### src/uart_lms_defs.svh
// offsets, field positions, reset values and widths for the status block
`ifndef UART_LMS_DEFS_SVH
`define UART_LMS_DEFS_SVH
`define ADDR_W            4
`define OFS_MODEM_CONTROL 4'h0
`define OFS_LINE_STATUS   4'h4
`define OFS_MODEM_STATUS  4'h8
`define OFS_FEATURE_CTRL  4'hC
`define MCR_DTR           0
`define MCR_RTS           1
`define MCR_PAIR_SEL      2
`define MCR_USER_TWO      3
`define MCR_LOOPBACK      4
`define FC_AUTO_FLOW      0
`define FC_LINE_IRQ_EN    1
`define FC_MODEM_IRQ_EN   2
`define FC_FIFO_MODE      3
`define MCR_RESET         8'h00
`define FC_RESET          4'h0
`define PINS_RESET        5'h1F
`define RX_FIFO_DEPTH     256
`endif

### src/uart_lms_pkg.sv
// types shared by the line and modem status block
package uart_lms_pkg;
   // per-character receive error marks
   typedef struct packed {
      logic breakInd;
      logic framingErr;
      logic parityErr;
   } rx_flags_t;
   // active-low modem inputs plus the receive line
   typedef struct packed {
      logic rxLine;
      logic cdN;
      logic riN;
      logic dsrN;
      logic ctsN;
   } line_pins_t;
endpackage

### src/uart_line_modem_status.sv
// line status, modem status and handshake pin logic of one uart channel
//
// The implementer's own choices: the Avalon-MM slave port and the register addresses.
`timescale 1ns/1ps
`default_nettype none
`include "uart_lms_defs.svh"

// Summary of operation
// pair select bit picks RTS/CTS or DTR/DSR
// in loopback pair select drives ring status
// RTS drive bit sets RTS pin level
// DTR drive bit sets DTR pin level
// enabled line interrupt on any fifo error
// fifo error flag while errored entries remain
// transmitter empty when holding and shift empty
// holding empty sets on last load, clears on write
// one break character per break, held until high
// framing flag follows character at read position
// parity flag follows character at fifo top
// overrun sets on full fifo, byte dropped
// data ready while any character is held
// low four modem bits are change flags
// carrier status inverts pin, loopback uses bit3
// ring status inverts pin, loopback uses bit2
// DSR status inverts pin, loopback uses DTR bit
// CTS status inverts pin, loopback uses RTS bit
// CTS high halts transmitter after current character
// DSR high halts transmitter after current character
// carrier change flag raises modem interrupt
// ring change flag only at ringing end
// CTS and DSR change flags on any change
// modem status read clears change flags
// line status read clears sticky overrun, break
module uart_line_modem_status
   import uart_lms_pkg::*;
#(
   parameter int RX_DEPTH = `RX_FIFO_DEPTH
) (
   input  wire logic               core_clk,
   input  wire logic               reset,
   input  wire logic [`ADDR_W-1:0] address,
   input  wire logic               read,
   input  wire logic               write,
   input  wire logic [31:0]        writedata,
   output logic      [31:0]        readdata,
   output logic                    waitrequest,
   input  wire logic               rxCharDone,
   input  wire rx_flags_t          rxCharFlags,
   input  wire logic               rxHoldRead,
   input  wire logic               rxFlowHold,
   input  wire logic               txHoldWrite,
   input  wire logic               txShiftLoad,
   input  wire logic               txLastByte,
   input  wire logic               txShiftEmpty,
   input  wire line_pins_t         pinsIn,
   output logic                    rtsN,
   output logic                    dtrN,
   output logic                    txHalt,
   output logic                    lineStatusIrq,
   output logic                    modemStatusIrq
);
   logic [7:0]  modemCtrl_q;
   logic [3:0]  featCtrl_q;
   logic        respond_q;
   logic        overrun_q;
   logic        breakSeen_q;
   logic        breakHeld_q;
   logic        thrEmpty_q;
   logic [3:0]  status_q;
   logic [3:0]  delta_q;
   logic [31:0] readdata_q;
   line_pins_t  pinsStable;
   rx_flags_t   topFlags;
   rx_flags_t   pushFlags;
   logic        rxPush;
   logic        dataReady;
   logic        anyError;
   logic        overrun;
   logic        accept;
   logic        readLine;
   logic        readModem;
   logic        loopback;
   logic        autoFlow;
   logic        pairDtr;
   logic [3:0]  statusNow;
   logic [3:0]  deltaNow;
   logic [7:0]  lineStatus;
   logic [7:0]  modemStatus;

   // decode helper, shared by read and write paths
   function automatic logic hit(input logic [`ADDR_W-1:0] a, input logic [`ADDR_W-1:0] ofs);
      hit = (a == ofs);
   endfunction

   // pins pass the three-flop filter before any use
   modem_input_sync #(
      .WIDTH     (5),
      .RESET_VAL (`PINS_RESET)
   ) u_sync (
      .core_clk (core_clk),
      .reset    (reset),
      .pinIn    (pinsIn),
      .stable   (pinsStable)
   );

   // bus handshake: one wait cycle, then the answer
   assign accept      = (read || write) && respond_q;
   assign waitrequest = (read || write) && !respond_q;
   assign readdata    = readdata_q;
   assign readLine    = accept && read && hit(address, `OFS_LINE_STATUS);
   assign readModem   = accept && read && hit(address, `OFS_MODEM_STATUS);

   always_ff @(posedge core_clk) begin
      if (reset) begin
         respond_q <= 1'b0;
      end else begin
         respond_q <= (read || write) && !respond_q;
      end
   end

   // control fields
   assign loopback = modemCtrl_q[`MCR_LOOPBACK];
   assign autoFlow = featCtrl_q[`FC_AUTO_FLOW];
   assign pairDtr  = modemCtrl_q[`MCR_PAIR_SEL];

   // software-written registers; write lands on the accepting edge
   always_ff @(posedge core_clk) begin
      if (reset) begin
         modemCtrl_q <= `MCR_RESET;
         featCtrl_q  <= `FC_RESET;
      end else if (accept && write) begin
         if (hit(address, `OFS_MODEM_CONTROL)) begin
            modemCtrl_q <= writedata[7:0];
         end
         if (hit(address, `OFS_FEATURE_CTRL)) begin
            featCtrl_q <= writedata[3:0];
         end
      end
   end

   // only one break character enters per low period of the line
   assign pushFlags = rxCharFlags;
   assign rxPush    = rxCharDone && !(rxCharFlags.breakInd && breakHeld_q);

   always_ff @(posedge core_clk) begin
      if (reset) begin
         breakHeld_q <= 1'b0;
      end else if (rxPush && rxCharFlags.breakInd) begin
         breakHeld_q <= 1'b1;
      end else if (pinsStable.rxLine) begin
         breakHeld_q <= 1'b0;
      end
   end

   rx_error_tracker #(
      .DEPTH (RX_DEPTH)
   ) u_rxerr (
      .core_clk  (core_clk),
      .reset     (reset),
      .fifoMode  (featCtrl_q[`FC_FIFO_MODE]),
      .push      (rxPush),
      .pushFlags (pushFlags),
      .pop       (rxHoldRead),
      .topFlags  (topFlags),
      .dataReady (dataReady),
      .anyError  (anyError),
      .overrun   (overrun)
   );

   // sticky line indications; a new event beats the read clear
   always_ff @(posedge core_clk) begin
      if (reset) begin
         overrun_q <= 1'b0;
      end else if (overrun) begin
         overrun_q <= 1'b1;
      end else if (readLine) begin
         overrun_q <= 1'b0;
      end
   end

   always_ff @(posedge core_clk) begin
      if (reset) begin
         breakSeen_q <= 1'b0;
      end else if (rxPush && rxCharFlags.breakInd) begin
         breakSeen_q <= 1'b1;
      end else if (readLine) begin
         breakSeen_q <= 1'b0;
      end
   end

   // holding empty: a write in the same cycle as the last load leaves data behind
   always_ff @(posedge core_clk) begin
      if (reset) begin
         thrEmpty_q <= 1'b1;
      end else if (txHoldWrite) begin
         thrEmpty_q <= 1'b0;
      end else if (txShiftLoad && txLastByte) begin
         thrEmpty_q <= 1'b1;
      end
   end

   // line status image
   always_comb begin
      lineStatus    = 8'h00;
      lineStatus[7] = anyError;
      lineStatus[6] = thrEmpty_q && txShiftEmpty;
      lineStatus[5] = thrEmpty_q;
      lineStatus[4] = (dataReady && topFlags.breakInd) || breakSeen_q;
      lineStatus[3] = dataReady && topFlags.framingErr;
      lineStatus[2] = dataReady && topFlags.parityErr;
      lineStatus[1] = overrun_q;
      lineStatus[0] = dataReady;
   end

   // modem status levels: inverted pins, or the control bits in loopback
   // order inside the nibble: cd, ri, dsr, cts
   always_comb begin
      if (loopback) begin
         statusNow[3] = modemCtrl_q[`MCR_USER_TWO];
         statusNow[2] = modemCtrl_q[`MCR_PAIR_SEL];
         statusNow[1] = modemCtrl_q[`MCR_DTR];
         statusNow[0] = modemCtrl_q[`MCR_RTS];
      end else begin
         statusNow[3] = !pinsStable.cdN;
         statusNow[2] = !pinsStable.riN;
         statusNow[1] = !pinsStable.dsrN;
         statusNow[0] = !pinsStable.ctsN;
      end
   end

   // change detection; ring counts only as ringing ends
   always_comb begin
      deltaNow    = status_q ^ statusNow;
      deltaNow[2] = status_q[2] && !statusNow[2];
   end

   always_ff @(posedge core_clk) begin
      if (reset) begin
         status_q <= 4'h0;
      end else begin
         status_q <= statusNow;
      end
   end

   // per bit: a change in the clearing cycle survives the read
   always_ff @(posedge core_clk) begin
      if (reset) begin
         delta_q <= 4'h0;
      end else begin
         for (int i = 0; i < 4; i++) begin
            if (deltaNow[i]) begin
               delta_q[i] <= 1'b1;
            end else if (readModem) begin
               delta_q[i] <= 1'b0;
            end
         end
      end
   end

   assign modemStatus = {statusNow, delta_q};

   // read data captured during the wait cycle, shown on the accept edge
   always_ff @(posedge core_clk) begin
      if (reset) begin
         readdata_q <= 32'h0000_0000;
      end else if (read && !respond_q) begin
         readdata_q <= 32'h0000_0000;
         case (address)
            `OFS_MODEM_CONTROL: readdata_q[7:0] <= modemCtrl_q;
            `OFS_LINE_STATUS:   readdata_q[7:0] <= lineStatus;
            `OFS_MODEM_STATUS:  readdata_q[7:0] <= modemStatus;
            `OFS_FEATURE_CTRL:  readdata_q[3:0] <= featCtrl_q;
            default:            readdata_q      <= 32'h0000_0000;
         endcase
      end
   end

   // handshake pins; loopback keeps them idle so the peer sees nothing
   always_ff @(posedge core_clk) begin
      if (reset) begin
         rtsN <= 1'b1;
         dtrN <= 1'b1;
      end else if (loopback) begin
         rtsN <= 1'b1;
         dtrN <= 1'b1;
      end else begin
         if (autoFlow && !pairDtr) begin
            rtsN <= rxFlowHold;
         end else begin
            rtsN <= !modemCtrl_q[`MCR_RTS];
         end
         if (autoFlow && pairDtr) begin
            dtrN <= rxFlowHold;
         end else begin
            dtrN <= !modemCtrl_q[`MCR_DTR];
         end
      end
   end

   // transmitter stop request; it finishes the character in flight itself
   always_ff @(posedge core_clk) begin
      if (reset) begin
         txHalt <= 1'b0;
      end else if (!autoFlow || loopback) begin
         txHalt <= 1'b0;
      end else if (pairDtr) begin
         txHalt <= pinsStable.dsrN;
      end else begin
         txHalt <= pinsStable.ctsN;
      end
   end

   // interrupt requests as levels
   always_ff @(posedge core_clk) begin
      if (reset) begin
         lineStatusIrq  <= 1'b0;
         modemStatusIrq <= 1'b0;
      end else begin
         lineStatusIrq  <= featCtrl_q[`FC_LINE_IRQ_EN] && (anyError || overrun_q);
         modemStatusIrq <= featCtrl_q[`FC_MODEM_IRQ_EN] && (delta_q != 4'h0);
      end
   end
endmodule
`default_nettype wire

### src/modem_input_sync.sv
// three-stage synchroniser with agreement filter for pin inputs
`timescale 1ns/1ps
`default_nettype none
module modem_input_sync #(
   parameter int          WIDTH     = 5,
   parameter logic [4:0]  RESET_VAL = 5'h1F
) (
   input  wire logic             core_clk,
   input  wire logic             reset,
   input  wire logic [WIDTH-1:0] pinIn,
   output logic      [WIDTH-1:0] stable
);
   logic [WIDTH-1:0] stage1_q;
   logic [WIDTH-1:0] stage2_q;
   logic [WIDTH-1:0] stage3_q;

   // stage one is read only by stage two
   always_ff @(posedge core_clk) begin
      if (reset) begin
         stage1_q <= RESET_VAL[WIDTH-1:0];
         stage2_q <= RESET_VAL[WIDTH-1:0];
         stage3_q <= RESET_VAL[WIDTH-1:0];
      end else begin
         stage1_q <= pinIn;
         stage2_q <= stage1_q;
         stage3_q <= stage2_q;
      end
   end

   // a level counts only once stages two and three agree
   always_ff @(posedge core_clk) begin
      if (reset) begin
         stable <= RESET_VAL[WIDTH-1:0];
      end else begin
         for (int i = 0; i < WIDTH; i++) begin
            if (stage2_q[i] == stage3_q[i]) begin
               stable[i] <= stage3_q[i];
            end
         end
      end
   end
endmodule
`default_nettype wire

### src/rx_error_tracker.sv
// error marks kept beside each receive fifo entry
`timescale 1ns/1ps
`default_nettype none
`include "uart_lms_defs.svh"
module rx_error_tracker
   import uart_lms_pkg::*;
#(
   parameter int DEPTH = `RX_FIFO_DEPTH,
   parameter int PTR_W = $clog2(DEPTH)
) (
   input  wire logic      core_clk,
   input  wire logic      reset,
   input  wire logic      fifoMode,
   input  wire logic      push,
   input  wire rx_flags_t pushFlags,
   input  wire logic      pop,
   output rx_flags_t      topFlags,
   output logic           dataReady,
   output logic           anyError,
   output logic           overrun
);
   rx_flags_t        marks_q [DEPTH];
   logic [PTR_W-1:0] wrPtr_q;
   logic [PTR_W-1:0] rdPtr_q;
   logic [PTR_W:0]   count_q;
   logic [PTR_W:0]   errCount_q;
   logic             full;
   logic             doPush;
   logic             doPop;

   function automatic logic [PTR_W-1:0] ptrNext(input logic [PTR_W-1:0] p);
      ptrNext = (p == PTR_W'(DEPTH - 1)) ? '0 : p + 1'b1;
   endfunction

   function automatic logic hasError(input rx_flags_t f);
      hasError = f.parityErr | f.framingErr | f.breakInd;
   endfunction

   // non-fifo mode holds one character only
   assign full      = fifoMode ? (count_q == (PTR_W+1)'(DEPTH)) : (count_q != '0);
   assign doPop     = pop && (count_q != '0);
   assign doPush    = push && (!full || doPop);
   assign overrun   = push && full && !doPop;
   assign topFlags  = marks_q[rdPtr_q];
   assign dataReady = (count_q != '0);
   assign anyError  = (errCount_q != '0);

   // a refused character leaves stored marks untouched
   always_ff @(posedge core_clk) begin
      if (doPush) begin
         marks_q[wrPtr_q] <= pushFlags;
      end
   end

   // pointers and occupancy
   always_ff @(posedge core_clk) begin
      if (reset) begin
         wrPtr_q <= '0;
         rdPtr_q <= '0;
         count_q <= '0;
      end else begin
         if (doPush) begin
            wrPtr_q <= ptrNext(wrPtr_q);
         end
         if (doPop) begin
            rdPtr_q <= ptrNext(rdPtr_q);
         end
         count_q <= count_q + (PTR_W+1)'(doPush) - (PTR_W+1)'(doPop);
      end
   end

   // running total of erroneous entries still stored
   always_ff @(posedge core_clk) begin
      if (reset) begin
         errCount_q <= '0;
      end else begin
         errCount_q <= errCount_q
                       + (PTR_W+1)'(doPush && hasError(pushFlags))
                       - (PTR_W+1)'(doPop && hasError(topFlags));
      end
   end
endmodule
`default_nettype wire

### config.mk
export PLATFORM = sky130hd
export DESIGN_NAME = uart_line_modem_status
export DESIGN_NICKNAME = d
export VERILOG_FILES = /design/src/uart_lms_pkg.sv /design/src/uart_line_modem_status.sv /design/src/modem_input_sync.sv /design/src/rx_error_tracker.sv
export VERILOG_INCLUDE_DIRS = /design/src
export SDC_FILE = /design/constraint.sdc
export NUM_CORES = 1
export LEC_CHECK = 0
export BUFFER_PORTS_ARGS = -buffer_cell sky130_fd_sc_hd__buf_2
export CAP_MARGIN = 40
export CORE_MARGIN = 5
export CORE_UTILIZATION = 50
export DETAILED_ROUTE_END_ITERATION = 16
export PLACE_DENSITY_LB_ADDON = 0.15
export SYNTH_ARGS = -nofsm -noshare
export SYNTH_HDL_FRONTEND = slang
export SYNTH_SLANG_ARGS = --single-unit
### constraint.sdc
create_clock -name core_clk -period 5.9 [get_ports core_clk]
set_input_delay 1.18 -clock core_clk [delete_from_list [all_inputs] [get_ports core_clk]]
set_output_delay 1.18 -clock core_clk [all_outputs]
set_load 0.005 [all_outputs]
# == Word level (Yosys, flattened, before mapping) ==
# Memory sizes are Yosys's and may differ from the RTL's. A register that Yosys moved wholly into a read port is not among the register bits.
# Index checks and enable logic that the tools add are counted.
# totals
regBits,92
ramBits,768
in_bits,55
out_inout_bits,38
wordCells,138
memories,1
# classes
n_addsub,6
eq_ne,11
mux,25
bitwise_logic,5
n_reduce_logical,60
# mem_list
memory,words,width,rd,rd_clocked_by_memory_dff,write_ports,line,rtl
u_rxerr.marks_q,256,3,1,1,1,rx_error_tracker.sv:22,rx_flags_t marks_q [DEPTH];
# ops
operator,n
$mux W8,4
$logic_and A1 B1 Y1,26
$add A9 B1 Y9,2
$mux W1,18
$reduce_bool A9 Y1,2
$sub A9 B1 Y9,2
$add A8 B1 Y8 const B,2
$eq A8 B8 Y1 const B,2
$pmux W4 S4,1
$reduce_bool A2 Y1,8
$logic_not A1 Y1,13
$pmux W4 S3,1
$eq A9 B9 Y1 const B,1
$eq A4 B4 Y1 const B,2
$eq A1 B1 Y1,5
$logic_or A1 B1 Y1,5
$eq A4 B3 Y1 const B,1
$logic_not A4 Y1,1
$mux W4,1
$or A1 B1 Y1,4
$reduce_and A2 Y1,2
$reduce_bool A4 Y1,1
$reduce_or A2 Y1,2
$xor A4 B4 Y4,1

# == Logic depth before layout (Yosys ltp) ==
# Gate-level depths: netlist (run 1).
# depth
depth_word,8
depth_mapped,24

# == By module ==
# A second synthesis (run 1) with hierarchy kept.
# hier_totals
hier_cells,2114
area_unflattened_um2,35265.1
# modules_own_cells
mod,n_inst,cells_each,area_each_um2,seq_area_each_um2
rx_error_tracker,1,1865,32780.2,23902.9
uart_line_modem_status,1,197,1886.8,760.7
modem_input_sync,1,52,598.1,400.4

# == Least setup slack after synthesis (run 1) ==
# No wires, ideal clock.
# synth_path
path_type,flip-flop to flip-flop
startpoint,reg with a tool-made name
endpoint,reg u_rxerr.errCount_q[8]
setup_ns,0.070
t_arrival_ns,4.407
slack_ns,1.423
path_stages_with_launch,23
path_buffers,3
period_less_slack_ns,4.477
cell_sequence,dfxtp_1 > buf_6 > buf_6 > buf_2 > mux4_2 > a22oi_1 > a21oi_1 > o41ai_1 > nand3_1 > o21ai_1 > a31oi_1 > ha_1 > inv_1 > ha_1 > fa_1 > a21oi_1 > o21bai_1 > a21oi_1 > o21bai_1 > a21oi_1 > nor2_1 > or3_1 > a21oi_1
# synth_lines
element,line,rtl
"end signal, assigned",rx_error_tracker.sv:77,errCount_q <= errCount_q
"end, declared",rx_error_tracker.sv:26,logic [PTR_W:0] errCount_q;

==> results of run 1 <==
==> Yosys cell counts, types with 12 or more instances <==
master                       n
sky130_fd_sc_hd__edfxtp_1  768
sky130_fd_sc_hd__nor2_1    351
sky130_fd_sc_hd__mux4_2    150
sky130_fd_sc_hd__dfxtp_1   100
sky130_fd_sc_hd__mux2i_1    66
sky130_fd_sc_hd__a22oi_1    65
sky130_fd_sc_hd__nand2_1    60
sky130_fd_sc_hd__a21oi_1    58
sky130_fd_sc_hd__clkbuf_1   58
sky130_fd_sc_hd__buf_4      38
sky130_fd_sc_hd__inv_1      37
sky130_fd_sc_hd__ha_1       29
sky130_fd_sc_hd__buf_6      22
sky130_fd_sc_hd__o21ai_0    22
sky130_fd_sc_hd__buf_2      18
sky130_fd_sc_hd__nand3_1    17
sky130_fd_sc_hd__mux4_1     16
sky130_fd_sc_hd__nor2b_1    16
sky130_fd_sc_hd__or2_2      16
sky130_fd_sc_hd__mux2_2     14
sky130_fd_sc_hd__xnor2_1    14
sky130_fd_sc_hd__xor2_1     14
sky130_fd_sc_hd__a211oi_1   12
sky130_fd_sc_hd__nand2b_1   12
==> power groups by stage <==
stage / registers [mW] / logic (mW) / clock network (mW)
after floorplan: 6.92 / 1.54 / 0
after CTS: 6.83 / 2.03 / 5.49
final: 6.83 / 2.01 / 5.40
after global routing: 6.83 / 2.18 / 5.77
after detailed placement: 6.96 / 2.02 / 0
after global placement: 6.95 / 1.98 / 0
==> registers in the layout (all words and copies together), names as in the netlist, 8 cells and up, named ones only <==
| register | cells |
|---|---|
| u_rxerr.marks_q | 768 |
| readdata | 8 |
| u_rxerr.errCount_q | 9 |
| u_rxerr.wrPtr_q | 8 |
| u_rxerr.rdPtr_q | 8 |
| u_rxerr.count_q | 9 |
| modemCtrl_q | 8 |
==> metrics by stage <==
| step | std cells | util, % |
|---|---|---|
| global placement | 3071 | 52.3 |
| detailed placement | 3075 | 52.5 |
| CTS | 3233 | 56.4 |
| floorplan | 2156 | - |
| finish | 3233 | 56.4 |
| global route | 3233 | 56.4 |
==> worst max-delay path by stage <==
stage | startpoint | endpoint | slack (ps) | cells after the start
2_1_floorplan | flip-flop | u_rxerr.errCount_q[8]$_SDFF_PP0_ | 1420 | 22
3_3_place_gp | flip-flop | u_rxerr.errCount_q[8]$_SDFF_PP0_ | 380 | 20
3_5_place_dp | flip-flop | u_rxerr.errCount_q[8]$_SDFF_PP0_ | 420 | 19
4_1_cts | flip-flop | u_rxerr.errCount_q[8]$_SDFF_PP0_ | 380 | 20
5_1_grt | flip-flop | u_rxerr.errCount_q[8]$_SDFF_PP0_ | 120 | 20
6_report | flip-flop | u_rxerr.errCount_q[8]$_SDFF_PP0_ | 250 | 20
==> cell type report <==
class	instances	area, um^2	share of cell area (%)
Clock buffer	117	2370	6.00
Timing Repair Buffer	125	1050	2.66
Tap cell	940	1180	2.97
Clock inverter	41	388	0.980
Sequential cell	868	25100	63.4
Inverter	37	139	0.351
Multi-Input combinational cell	1105	9370	23.7
==> worst max-delay path: cells and delay by family (launching register included) <==
family | cells | cell delay (ps)
AOI/OAI and AO/OA | 12 | 2830
buffers and inverters | 2 | 310
muxes | 1 | 510
DFF | 1 | 550
adders and majority gates | 3 | 940
and+or+nand+nor | 2 | 400
==> logic make-up after synthesis <==
logic type	synth area share, %
AOI/OAI and AO/OA	4.62
xor gates and xnor gates	0.692
adders and majority gates	1.14
buffers and inverters	3.08
DFF	70.8
muxes	13.0
other	0.0106
and+or+nand+nor	6.67
==> metal layers <==
| layer | global-route usage [%] | vias up | part of all wire (%) |
|---|---|---|---|
| met5 | 0 | - | 0 |
| li1 | - | 8438 | - |
| met1 | 31.7 | 10128 | 42 |
| met2 | 35.9 | 784 | 48 |
| met3 | 5.11 | 160 | 7.7 |
| met4 | 6.15 | 0 | 2.8 |
==> results, run 1 <==
- Buffers inserted during clock tree synthesis total 89.
- Wires add up to 87500 um.
- Counting the fill cells in the layout gives 5539.
- The synthesized netlist occupies a cell area of roughly 0.035 mm^2.
- The number of cells traversed by the worst hold path is 1.
- The count of pins over their slew limit is 0.
- The critical path goes through buf_4 > mux4_2 > a22oi_1 > a21oi_1 > o41ai_1 > o21ai_1 > o21ai_1 > a31oi_1 > ha_1 > inv_1 > ha_1 > fa_1 > a21oi_1 > o21bai_1 > a21oi_1 > o21bai_1 > a21oi_1 > nor2_1 > or3_1 > a21oi_1.
- The detailed router finished its first iteration with 2074 violations.
- Clock tree synthesis selected as its root buffer the cell sky130_fd_sc_hd__clkbuf_16.
- For the pin with the worst max-slew slack, the measured transition is 1390 ps.
- The most numerous cell type found on the critical path is sky130_fd_sc_hd__a21oi_1.
- Registers are responsible for a little under half of the overall power.
- The total leakage power is 12.6 nW.
- The net switching fraction of the power is a little under a quarter.
- For this run, the top clock speed supported by timing is 177 MHz.
- The share of synthesized flip-flops with an asynchronous set or reset is 0%.
- The tightest hold path in the finished design has a slack of 411 ps.
- On the critical path, the stage with the largest delay is an instance of sky130_fd_sc_hd__o41ai_1.
- The synthesized netlist contains 78 unique library cells.
- The count of H-tree levels built during CTS is 3.
- For the worst setup path, the data arrival time is 6190 ps.
- In this run the worst path has a maximum fanout of 12.
- The post-placement setup slack is 420 ps.
- Entering global routing, the biggest net connects 215 pins.
- The net switching power figure is 3.41 mW.
- The later pin in the worst-skew pair is clocked with a latency of 630 ps.
- The routed design could run at a clock period as short as 5650 ps.
- The worst pin sits at a relative slew slack of roughly 7.5%.
- The number of buffers on the longest clock path is 3.
- The kind of capture point of the worst setup path is a flip-flop.
- The flow ran to the end, and the final reports show no timing, DRC or antenna violations.
- The clock arrives with 18.2 ps of skew.
- The peak ir drop on the vdd network is 0.241 mV.
- The full die area is around 0.076 mm^2.
- The number of hold buffers added after CTS is 0.
- For this design, the sink count on the clock tree is 868.
- The register bit total from synthesis is 868.
- The floorplan has 97 rows.
- The first global-routing pass estimated around 130000 um of wire.
- The number of setup buffers added after CTS is 0.
- The sum of negative setup slack is 0 ps.
- The post-synthesis cell type with the largest combined area is sky130_fd_sc_hd__edfxtp_1.
- Power spread over the standard cell area amounts to 360 mW/mm^2.
- The total via count after detailed routing is slightly below 20k.
- After synthesis, the mean cell area works out to approximately 17 um^2.
- The die is 276 um tall.
- Dividing the detail-routed wire length by the instance count gives 27.1 um.
- Counting cells, the worst reg-to-reg path comes to 20.
- The worst register-to-register path ends at u_rxerr.errCount_q[8]$_SDFF_PP0_.
- The overall routing resource usage is 22.5%.
- Before antenna repair, the detailed router went through 6 iterations.
- After clock tree synthesis, the clock-pin slew on the worst setup and hold paths is 60 ps.
- The number of warnings reported in the yosys synthesis log is 0.
- Summed over all nets, the half-perimeter wirelength after detailed placement is 55600 um.
- The leading cell type in the layout, fill and taps excluded is sky130_fd_sc_hd__edfxtp_1.
- In this run, post-CTS repair resized a total of 0 instances.
- The worst setup path is launched from a flip-flop.
- For the worst setup path, the data required time is 6440 ps.
- The number of antenna diodes is 0.
- Setup repair after global routing left no endpoint under its margin.
- The cell area after placement is 0.0368 mm^2.
- The setup check on the worst reg-to-reg path leaves a slack of around 250 ps.
- The final critical path takes up 95.7% of the cycle.
- The count of antenna-violating nets left after detailed routing is 0.
- The tool flagged a number of max-cap violations equal to 0.
- Combinational cells account for 14.1% of the total power.
- The congestion estimate from routability-driven global placement came to 0.840.
- Leaving out fill and tap cells, the most frequent cells in the layout are 768 x sky130_fd_sc_hd__edfxtp_1, 350 x sky130_fd_sc_hd__nor2_1, 150 x sky130_fd_sc_hd__mux4_2.
- The number of antenna violations at the first check in global routing is 0.
- The path with the worst hold slack has its endpoint at u_sync.stage2_q[2]$_SDFF_PP1_.
- The most used flip-flop cell after synthesis is sky130_fd_sc_hd__edfxtp_1.
- The min-delay analysis places its worst path in the category flip-flop to flip-flop.
- Yosys mapped a number of flops with a built-in enable equal to 768.
- Dividing the detail-routed via count by the number of cells gives 6.03.
- Internal power comes to between 10 and 15 mW.
- The floorplan step defined a core boundary enclosing 0.0701 mm^2.
- The worst path meets setup with 252 ps of slack.
- The sequential share of the synthesized area is a little over two thirds.
- The area added between synthesis and finish is 11.7%.
- The total DRC errors in the routed layout is 0.
- The origin of the worst min-delay path is u_sync.stage1_q[2]$_SDFF_PP1_.
- After routing the design area is 0.0396 mm^2.
- The starting density of the core is 50.5%.
- The number of endpoints failing setup at the final stage is 0.
- The share of Yosys cell area claimed by the top area cell type is 65.1%.
- In the post-synthesis netlist, the biggest area contributors are sky130_fd_sc_hd__edfxtp_1 65%, sky130_fd_sc_hd__mux4_2 9.5%, sky130_fd_sc_hd__dfxtp_1 5.7%, sky130_fd_sc_hd__nor2_1 3.7%, sky130_fd_sc_hd__mux2i_1 1.9%.
- The worst setup path is of the flip-flop to flip-flop kind.
- After technology mapping, the gate count stands at 2133.
- For this run, the slowest stage of the critical path takes 640 ps.
- During placement, the flow inserted port buffers numbering 44.
- At the end of the flow, the number of nets in the layout was 2312.
- 93 I/O pins were placed.
- The number of global-route vias before repair is roughly 20k.
- The TritonCTS clock tree is yes.
- The total overflow reported by the global router is 0.
- The final-report hold violation count is 0.
- The die is 276 um wide.
- The share of total power dissipated in the clock network is 37.9%.
- Cells with a size suffix above 1 make up between 10% and 20% of the layout.
- The completed layout was analyzed and its total power is 14.2 mW.
(Power assumes the default switching activity.)
==> run 2, diff against run 1 <==
--- a/config.mk
+++ b/config.mk
@@ -8,8 +8,10 @@
 export LEC_CHECK = 0
 export BUFFER_PORTS_ARGS = -buffer_cell sky130_fd_sc_hd__buf_2
 export CAP_MARGIN = 40
+export CELL_PAD_IN_SITES_DETAIL_PLACEMENT = 2
+export CELL_PAD_IN_SITES_GLOBAL_PLACEMENT = 2
 export CORE_MARGIN = 5
-export CORE_UTILIZATION = 50
+export CORE_UTILIZATION = 47
 export DETAILED_ROUTE_END_ITERATION = 16
 export PLACE_DENSITY_LB_ADDON = 0.15
 export SYNTH_ARGS = -nofsm -noshare
==> run 2 against run 1 <==
Against the previous run:
- core utilization down 2.9 points
- worst hold slack better by 5.6 ps
- sequential share of layout area shrank 0.47 points
- sequential cell count is the same
- worst setup slack gained 150 ps
- global-route usage is 5.5 points higher
- clock power grew 5.2%
==> results, run 2 (synthesized netlist as in run 1, its figures left out) <==
- The area of the multi-input gates is 0.00941 mm^2.
- The flip-flop count of the largest register, all copies and words added is ~770.
- During I/O placement, the number of pins put on the boundary was between 90 and 100.
- The first global-routing pass estimated approximately 160000 um of wire.
- The dominant cell type by count on the critical path is sky130_fd_sc_hd__a21oi_1.
- The number of buffers inserted during clock tree synthesis is between 90 and 100.
- The count of antenna-violating nets left after detailed routing is 0.
- The global routing met1 resource utilization is approximately 36%.
- Setup repair after global routing left no endpoint under its margin.
- Leaving out fill and tap cells, the most frequent cells in the layout are 768 x sky130_fd_sc_hd__edfxtp_1, 350 x sky130_fd_sc_hd__nor2_1, 150 x sky130_fd_sc_hd__mux4_2.
- The placed instances occupy a cell area of 0.0369 mm^2.
- The number of antenna violations at the first check in global routing is 4.
- The global placer's final weighted congestion is 0.810.
- The final-report hold violation count is 0.
- The number of global-route vias before repair came to 22.4k.
- The number of hold buffers added after CTS is 0.
- The data arrival time of the critical path is between 6000 and 7000 ps.
- The routing layer with the top usage in global route is met2.
- The floorplan step set the die height to 285 um.
- The largest registers in the layout are u_rxerr.marks_q: 768 flops, u_rxerr.count_q: 9 flops, u_rxerr.errCount_q: 9 flops.
- STA classifies the critical path startpoint as a flip-flop.
- The detailed-route wire length is 115000 um.
- The starting density of the core is 47.5%.
- The critical path in this run is classified as flip-flop to flip-flop.
- The number of endpoints failing setup at the final stage is 0.
- The filler cells instantiated in the layout total roughly 6.5k.
- The path class of the tightest hold or removal check is flip-flop to flip-flop.
- The post-route clock period utilization is 93.2%.
- Global routing consumed, on the met3 layer, under 10% of the routing resources.
- The number of violations reported at the end of detailed-routing iteration 0 is 2058.
- The count of H-tree levels built during CTS is 3.
- The maximum number of pins on one net before global-route repair is 189.
- In this run the horizontal extent of the chip is 285 um.
- At the later pin of the worst-skew pair, clock insertion delay measures about 670 ps.
- Global routing finished with a remaining overflow of 0.
- Counting every sink on the clock net gives 868.
- The tightest slew margin relative to the limit is 32.7%.
- Along the worst path, the maximum fanout reaches 20.
- After detailed routing, the number of remaining DRC violations is 0.
- The die covers 0.0810 mm^2.
- The shortest clock period the worst path allows after layout is 5500 ps.
- The final-stage net count is 2324.
- The initialized floorplan defines 100 standard-cell rows.
- In this run the tool buffered the top-level ports with 44 buffer cells.
- Clock-pin slew was measured on the worst setup and hold paths at approximately 60 ps.
- For this block, the via count after detailed routing is 20.6k.
- The ratio of total power to cell area is approximately 370 mW/mm^2.
- The kind of capture point of the worst setup path is a flip-flop.
- The delay of the slowest critical-path stage is 740 ps.
- Derived from the worst setup path, the maximum achievable clock frequency is 182 MHz.
- The peak ir drop on the vdd network is 0.227 mV.
- The area taken by flip-flops and latches is 0.0251 mm^2.
- Adding up every negative setup slack in the final design gives 0 ps.
- The register with the most flip-flops in the final layout is u_rxerr.marks_q.
- In the global route stage, met2 resource usage came out at 46.5%.
- Across every metal layer, demand over resource in global routing totals 28.0%.
- TritonCTS built the clock tree.
- The worst-path cell with the longest stage delay is sky130_fd_sc_hd__dfxtp_2.
- The wire length per cell after detailed routing is 35.1 um.
- The leading cell type in the layout, fill and taps excluded is sky130_fd_sc_hd__edfxtp_1.
- The origin of the worst min-delay path is u_sync.stage1_q[3]$_SDFF_PP1_.
- The finished cells cover 0.0399 mm^2.
- The area inside the core boundary is 0.0746 mm^2.
- The required time of the worst setup path is 6470 ps.
- The wire-length estimate of the detail-placed layout is between 70000 and 80000 um.
- The first detailed-routing pass took 5 iterations.
- The max-capacitance violation count is 0.
- The tree is rooted in a sky130_fd_sc_hd__clkbuf_16.
- For the final database, setup skew stands at about 27 ps.
- The fraction of final layout cells sized beyond drive strength 1 is 20.2%.
- The via count normalized by instance count is 6.29.
- The run finished with clean final reports.
- At the pin with the least slew margin, the transition time is 1010 ps.
- The critical path goes through buf_4 > nor2_1 > a221oi_2 > a221oi_1 > nor4_1 > a221oi_1 > buf_4 > or4_1 > a31oi_1 > ha_1 > inv_1 > ha_1 > fa_1 > a21oi_1 > o21bai_1 > a21oi_1 > o21bai_1 > a21oi_1 > nor2_1 > or3_1 > a21oi_1.
- Summed over all cells, the static leakage comes to approximately 13 nW.
- The count of pins over their slew limit is 0.
- The number of buffers on the longest clock path is 3.
- From synthesis to final layout, the design area changed by 12.6%.
- The number of antenna diodes is 0.
==> run 2: layout make-up <==
| cell class | count | area share, % |
|---|---|---|
| multi-input combinational | 1105 | 23.6 |
| clock buffer | 126 | 6.44 |
| clock inverter | 39 | 0.750 |
| tap | 969 | 3.04 |
| inverter | 37 | 0.348 |
| sequential | 868 | 62.9 |
| timing repair buffer | 132 | 2.95 |
==> run 2: critical path, delay by kind of cell (launching register included) <==
family	cells	cell delay, ps
compound gates	10	1690
fa+ha+maj	3	760
buf+inv	3	640
flops	1	740
simple gates	5	1550
==> run 2: power breakdown <==
part	total (mW)	leakage, nW	switching, mW	internal [mW]
clock	5.68	1.40	2.46	3.21
sequential	6.85	7.72	0.0855	6.76
combinational	2.21	3.58	1.21	1.00
total	14.7	12.7	3.76	11.0
==> run 2: stage by stage <==
stage	instances	power [mW]	util, %	setup WS (ps)	hold slack [ps]
2_1_floorplan	2156	8.46	-	1420	389
3_3_place_gp	3101	9.03	49.3	409	402
3_5_place_dp	3108	9.14	49.5	272	400
4_1_cts	3273	14.8	53.3	207	417
5_1_grt	3276	15.3	53.5	19.1	442
6_report	3276	14.7	53.5	402	416
==> run 2: routing by layer <==
metal / share of wire, % / wire, um
met4: 5.0 / 5700
met1: 39 / 44800
met3: 7.2 / 8290
met5: 0.034 / 39
met2: 49 / 56200
==> run 2: path summary, 6_finish.rpt <==
path | end | slack, ps | cells after the start
setup reg to reg | u_rxerr.errCount_q[8]$_SDFF_PP0_ | 400 | 21
setup / recovery | u_rxerr.errCount_q[8]$_SDFF_PP0_ | 400 | 21
hold reg to reg | u_sync.stage2_q[3]$_SDFF_PP1_ | 420 | 1
hold / removal | u_sync.stage2_q[3]$_SDFF_PP1_ | 420 | 1
==> run 2: what timing repair did <==
action / in CTS / in global routing
endpoints found under the setup margin: 0 / 1
gates resized for setup: 0 / 3
buffers inserted: 0 / 1
